### config.mk
export PLATFORM = sky130hd
export DESIGN_NAME = sar_adc_serial_readout
export DESIGN_NICKNAME = d
export VERILOG_FILES = /design/src/sar_pkg.sv /design/src/sar_edge_if.sv /design/src/sar_edge_detect.sv /design/src/sar_adc_serial_readout.sv
export VERILOG_INCLUDE_DIRS = /design/src
export SDC_FILE = /design/constraint.sdc
export NUM_CORES = 1
export LEC_CHECK = 0
export BUFFER_PORTS_ARGS = -buffer_cell sky130_fd_sc_hd__buf_4
export CAP_MARGIN = 20
export CORE_MARGIN = 4
export CORE_UTILIZATION = 30
export CTS_BUF_LIST = sky130_fd_sc_hd__clkbuf_16
export DETAILED_ROUTE_END_ITERATION = 8
export GPL_TIMING_DRIVEN = 0
export RECOVER_POWER = 100
export SETUP_SLACK_MARGIN = 0.2
export SLEW_MARGIN = 20
export SYNTH_ARGS = -nofsm -noshare
export SYNTH_HDL_FRONTEND = slang
export SYNTH_SLANG_ARGS = --single-unit
### constraint.sdc
create_clock -name clock -period 4.7 [get_ports clock]
set_clock_uncertainty 0.1 [all_clocks]
set_input_delay 0.235 -clock clock [delete_from_list [all_inputs] [get_ports clock]]
set_output_delay 0.235 -clock clock [all_outputs]
set_load 0.02 [all_outputs]
### src/sar_params.svh
// Constants for the serial converter readout block
`ifndef SAR_PARAMS_SVH
`define SAR_PARAMS_SVH
`define DATA_BITS 12
`define ACQ_EDGES 2
`define NULL_EDGES 1
`define LAST_COUNT 6'd36
`define SYNC_STAGES 2
`endif

### src/sar_pkg.sv
// Types shared by the serial converter readout block
package sar_pkg;
    typedef enum logic [2:0] {
        st_sleep, st_acquire, st_null, st_msb, st_lsb, st_done
    } phase_e;
    typedef logic [11:0] word_t;
endpackage

### src/sar_edge_if.sv
// Edge events of the host bit clock and select
`timescale 1ns/1ps
interface sar_edge_if;
    logic clk_fall;
    logic clk_rise;
    logic sel_fall;
    logic sel_high;
    modport src (output clk_fall, output clk_rise, output sel_fall, output sel_high);
    modport dst (input clk_fall, input clk_rise, input sel_fall, input sel_high);
endinterface

### src/sar_edge_detect.sv
// Edge detector for bit clock and select pins
`timescale 1ns/1ps
`include "sar_params.svh"
module sar_edge_detect (
    // System
    input wire logic clock,
    input wire logic rst,
    // Pins
    input wire logic bit_clock,
    input wire logic select_or_sleep_n,
    // Events
    sar_edge_if.src ev
);
    logic clk_q;
    logic sel_q;

    // Previous pin levels for edge detection
    always_ff @(posedge clock) begin
        if (rst) begin
            clk_q <= 1'b0;
            sel_q <= 1'b1;
        end else begin
            clk_q <= bit_clock;
            sel_q <= select_or_sleep_n;
        end
    end

    assign ev.clk_fall = clk_q & ~bit_clock;
    assign ev.clk_rise = ~clk_q & bit_clock;
    assign ev.sel_fall = sel_q & ~select_or_sleep_n;
    assign ev.sel_high = select_or_sleep_n;
endmodule

### src/sar_adc_serial_readout.sv
// Serial readout logic of a 12-bit successive-approximation converter
`timescale 1ns/1ps
`include "sar_params.svh"
module sar_adc_serial_readout
    import sar_pkg::*;
(
    // System
    input wire logic clock,
    input wire logic rst,
    // Host serial link
    input wire logic bit_clock,
    input wire logic select_or_sleep_n,
    output logic result_out,
    output logic result_oe,
    // Analog front end
    input wire word_t sample_code,
    output logic sampling,
    output logic powered
);
    sar_edge_if ev ();
    phase_e phase;
    logic [5:0] edges;
    logic [3:0] bit_idx;
    word_t result;

    sar_edge_detect u_edges (
        .clock(clock),
        .rst(rst),
        .bit_clock(bit_clock),
        .select_or_sleep_n(select_or_sleep_n),
        .ev(ev)
    );

    // Sequence of the transfer, one step per falling bit clock edge
    always_ff @(posedge clock) begin
        if (rst) begin
            phase <= st_sleep;
            edges <= 6'h00;
            bit_idx <= 4'h0;
        end else if (ev.sel_high) begin
            phase <= st_sleep;
            edges <= 6'h00;
            bit_idx <= 4'h0;
        end else if (ev.sel_fall) begin
            phase <= st_acquire;
            edges <= 6'h00;
            bit_idx <= 4'h0;
        end else if (ev.clk_fall) begin
            unique case (phase)
                st_sleep: begin
                    phase <= st_sleep;
                end
                st_acquire: begin
                    // acquisition spans the first two falls
                    edges <= edges + 6'h01;
                    if (edges == 6'(`ACQ_EDGES - 1)) begin
                        phase <= st_null;
                    end
                end
                st_null: begin
                    phase <= st_msb;
                    bit_idx <= 4'(`DATA_BITS - 2);
                end
                st_msb: begin
                    if (bit_idx == 4'h0) begin
                        phase <= st_lsb;
                        bit_idx <= 4'h1;
                    end else begin
                        bit_idx <= bit_idx - 4'h1;
                    end
                end
                st_lsb: begin
                    // stop after the top bit repeats
                    // Index runs one past the top bit so that bit keeps a full period
                    if (bit_idx == 4'(`DATA_BITS)) begin
                        phase <= st_done;
                    end else begin
                        bit_idx <= bit_idx + 4'h1;
                    end
                end
                st_done: begin
                    phase <= st_done;
                end
            endcase
        end
    end

    // result of the conversion in progress, captured as acquisition ends
    always_ff @(posedge clock) begin
        if (rst) begin
            result <= 12'h000;
        end else if (ev.clk_fall && phase == st_acquire && edges == 6'(`ACQ_EDGES - 1)) begin
            result <= sample_code;
        end
    end

    // drive bits registered from each falling edge
    always_ff @(posedge clock) begin
        if (rst || ev.sel_high) begin
            result_out <= 1'b0;
            result_oe <= 1'b0;
        end else if (ev.clk_fall) begin
            unique case (phase)
                st_acquire: begin
                    // enable at second pulse, null bit low
                    result_oe <= (edges == 6'(`ACQ_EDGES - 1));
                    result_out <= 1'b0;
                end
                st_null: begin
                    result_oe <= 1'b1;
                    result_out <= result[`DATA_BITS - 1];
                end
                st_msb: begin
                    // walk down from the bit below the top
                    result_oe <= 1'b1;
                    result_out <= result[bit_idx];
                end
                st_lsb: begin
                    // LSB-first repeat, float after top bit
                    if (bit_idx == 4'(`DATA_BITS)) begin
                        result_oe <= 1'b0;
                        result_out <= 1'b0;
                    end else begin
                        // Bottom bit is shared by both passes, so the repeat starts at bit 1
                        result_oe <= 1'b1;
                        result_out <= result[bit_idx];
                    end
                end
                default: begin
                    result_oe <= 1'b0;
                    result_out <= 1'b0;
                end
            endcase
        end
    end

    // power state and sampling window for the analog side
    always_ff @(posedge clock) begin
        if (rst) begin
            powered <= 1'b0;
            sampling <= 1'b0;
        end else begin
            powered <= ~select_or_sleep_n;
            sampling <= ~select_or_sleep_n && (ev.sel_fall || phase == st_acquire);
        end
    end
endmodule

==> insert_results.sql <==
INSERT INTO impl_metrics (metric_group, metric, value, unit) VALUES
('final_layout', 'top_library_cells_by_usage_in_the_layout_fill_and_taps_aside', 'sky130_fd_sc_hd__dfxtp_1, sky130_fd_sc_hd__nor2_1, sky130_fd_sc_hd__clkbuf_1, sky130_fd_sc_hd__mux2i_1, sky130_fd_sc_hd__buf_4', ''),
('final_layout', 'area.growth.synth_to_final', '19.76', '%'),
('detailed_routing', 'drcViolationCount', '0', ''),
('final_layout', 'stdcell_count', '259', ''),
('grt', 'vias_in_the_first_global_route', '1210', ''),
('clocking', 'clk_latency', '0.27', 'ns'),
('critical_path', 'cp_data_required_time', '4.74', 'ns'),
('final_layout', 'antennaDiodeCount', '0', ''),
('sta', 'timing.final.crit_period', '2.877', 'ns'),
('grt', 'global_route_wire_length_before_repair', '5685', 'microns'),
('clocking', 'clkTransAtPathRegs', '0.05', 'ns'),
('critical_path', 'critPathLaunch', 'edges[0]$_SDFFE_PP0P_', ''),
('worst_hold_path', 'min-delay-start', 'sample_code[2]', ''),
('critical_path', 'rr_startpoint', 'edges[0]$_SDFFE_PP0P_', ''),
('placed_design', 'number_of_instances_in_the_placed_design', '251', ''),
('clocking', 'clock-root-buffer', 'sky130_fd_sc_hd__clkbuf_16', ''),
('placed_design', 'place.port_buffers', '19', ''),
('sta', 'timing.hold.ws', '0.09466', 'ns'),
('sta', 'report.final.setup_viol', '0', ''),
('die', 'dieWidth', '79.77', 'microns'),
('synth', 'sequential_share_of_the_synthesized_area', '40.16', '%'),
('sta', 'grt_setup_unrepaired', 'false', ''),
('die', 'floorplan.rows', '25', ''),
('die', 'initial_core_util', '31.87', '%'),
('detailed_routing', 'route.antenna.remaining_nets', '0', ''),
('power', 'vdd_ir_drop_max', '356.9', 'uV'),
('detailed_routing', 'dr_total_vias', '1243', ''),
('placed_design', 'detailedPlace.worstSlack', '2.625', 'ns'),
('final_layout', 'drive_gt1_share', '14.58', '%'),
('final_layout', 'final_core_util', '38.17', '%'),
('sta', 'drv_slew', '0', ''),
('power', 'power_leakage', '0.6291', 'nW'),
('critical_path', 'cp_data_arrival_time', '2.92', 'ns'),
('clocking', 'cts.repair_timing.setup_buffer_count', '0', ''),
('clocking', 'htreeDepth', '2', ''),
('sta', 'achievable-frequency', '347.6', 'MHz'),
('detailed_routing', 'wl_per_cell', '13.03', 'microns'),
('clocking', 'cts_inserted_buffers', '5', ''),
('sta', 'fin_crit_sh', '61.21', '%'),
('critical_path', 'crit_path_top_delay_cell', 'sky130_fd_sc_hd__nor4_1', ''),
('placed_design', 'routabilityCongestion', '0.8765', ''),
('clocking', 'ctsHoldBuffers', '0', ''),
('die', 'core-area', '4848', 'sq um'),
('synth', 'synth-edff-count', '0', ''),
('synth', 'synthArstFlopShare', '0', '%'),
('sta', 'worst_slew_pin_tran', '0.8804', 'ns'),
('synth', 'synthDistinctLibCells', '48', ''),
('grt', 'grt_start_max_net_pins', '11', ''),
('sta', 'final_hold_violation_count', '0', ''),
('detailed_routing', 'total_routed_length', '3375', 'microns'),
('detailed_routing', 'drt_first_pass_iters', '4', ''),
('detailed_routing', 'drt_iter0_markers', '86', ''),
('outcome', 'status', 'finished, final reports clean', ''),
('critical_path', 'cp_slowest_stage_delay', '0.70', 'ns'),
('critical_path', 'critPathCaptureType', 'flip-flop', ''),
('sta', 'timing.max_slew.rel_slack', '40.76', '%'),
('synth', 'ys_warn_count', '0', ''),
('sta', 'setup_ws', '1.823', 'ns'),
('die', 'die_h', '79.77', 'microns'),
('synth', 'syn-instance-count', '165', ''),
('synth', 'synth_area_per_cell', '9.365', 'sq um'),
('grt', 'grt_antenna_before_repair', '0', ''),
('die', 'num_io_pins', '20', ''),
('final_layout', 'final.fill_count', '511', ''),
('synth', 'postSynthRegisterBits', '31', ''),
('grt', 'gr-usage-all-layers', '11.45', '%'),
('synth', 'netlist_area', '1545', 'sq um'),
('clocking', 'cts.sinks', '31', ''),
('sta', 'final.setup.tns', '0', 'ns'),
('synth', 'synthesis.nets', '185', ''),
('clocking', 'tritoncts', 'yes', '');
-- cell usage after synthesis, types with 3 or more instances --
| master | instances | area (sq um) |
|---|---|---|
| sky130_fd_sc_hd__dfxtp_1 | 31 | 620.6 |
| sky130_fd_sc_hd__nor2_1 | 24 | 90.09 |
| sky130_fd_sc_hd__mux2i_1 | 12 | 120.1 |
| sky130_fd_sc_hd__a21oi_1 | 11 | 55.05 |
| sky130_fd_sc_hd__nor3_1 | 7 | 35.03 |
| sky130_fd_sc_hd__clkbuf_1 | 5 | 18.77 |
| sky130_fd_sc_hd__inv_1 | 5 | 18.77 |
| sky130_fd_sc_hd__ha_1 | 4 | 50.05 |
| sky130_fd_sc_hd__nand3_1 | 4 | 20.02 |
| sky130_fd_sc_hd__o21ai_0 | 4 | 20.02 |
| sky130_fd_sc_hd__a221oi_1 | 3 | 26.28 |
| sky130_fd_sc_hd__buf_2 | 3 | 15.01 |
| sky130_fd_sc_hd__mux4_2 | 3 | 67.56 |
| sky130_fd_sc_hd__nand2_1 | 3 | 11.26 |
| sky130_fd_sc_hd__nor2b_1 | 3 | 18.77 |
| sky130_fd_sc_hd__xnor2_1 | 3 | 26.28 |
-- area by class of cell --
cell class              instances  area [sq um]  area share (%)
plain buffers                  10         40.04           2.164
clock buffers                   5         125.1           6.761
clock inverters                 3         12.51          0.6761
inverters                       5         18.77           1.014
multi-input cells             119         833.3           45.03
flip-flops and latches         31         620.6           33.54
well taps                      67         83.83           4.530
repair buffers                 19         116.4           6.288
-- sequential cells by signal, indices dropped and copies added, names as in the netlist --
name	count
result	12
phase	3
powered	1
result_oe	1
u_edges.sel_q	1
sampling	1
result_out	1
u_edges.clk_q	1
edges	6
bit_idx	4
-- cell families (layout without fill, tap and decap cells) --
family                   Yosys count  in the layout  share of synthesized area [%]
AND/OR/NAND/NOR                   62             62                          22.84
XOR/XNOR                           5              5                          2.835
multiplexers                      15             15                          12.15
flip-flops                        31             31                          40.16
buffers and inverters             15             42                          4.372
adder cells (fa/ha/maj)            4              4                          3.239
AO/OA/AOI/OAI                     33             33                          14.41
-- metal layers --
| metal | wire length, microns | global-route usage [%] |
|---|---|---|
| met1 | 1682 | 15.53 |
| met2 | 1450 | 16.69 |
| met3 | 176 | 3.047 |
| met4 | 66 | 5.574 |
| met5 | 0 | 0 |
-- tightest hold or removal path: cells and delay by family --
kind | cells | cell delay, ns
AND/OR/NAND/NOR | 1 | 0.07
buffers and inverters | 1 | 0.08
multiplexers | 1 | 0.05
-- path summary, 6_finish.rpt --
kind / endpoint / slack (ns) / depth (start not counted)
setup / recovery: result[1]$_SDFFE_PP0P_ / 1.82 / 6
hold reg to reg: result[0]$_SDFFE_PP0P_ / 0.40 / 2
setup reg to reg: result[1]$_SDFFE_PP0P_ / 1.82 / 6
hold / removal: result[2]$_SDFFE_PP0P_ / 0.09 / 3
-- stage by stage --
step | power [W] | cell area [sq um]
after floorplan | 0.0002842 | 1545
after global routing | 0.0006148 | 1851
after CTS | 0.0006002 | 1909
final | 0.0005914 | 1851
after global placement | 0.0002994 | 1772
after detailed placement | 0.0002993 | 1772
-- power by group --
part	internal, W	switching, W
registers	0.000266	0.00000120
clock network	0.000191	0.000109
logic	0.0000114	0.0000130
Power figures use the tool's default switching activity.
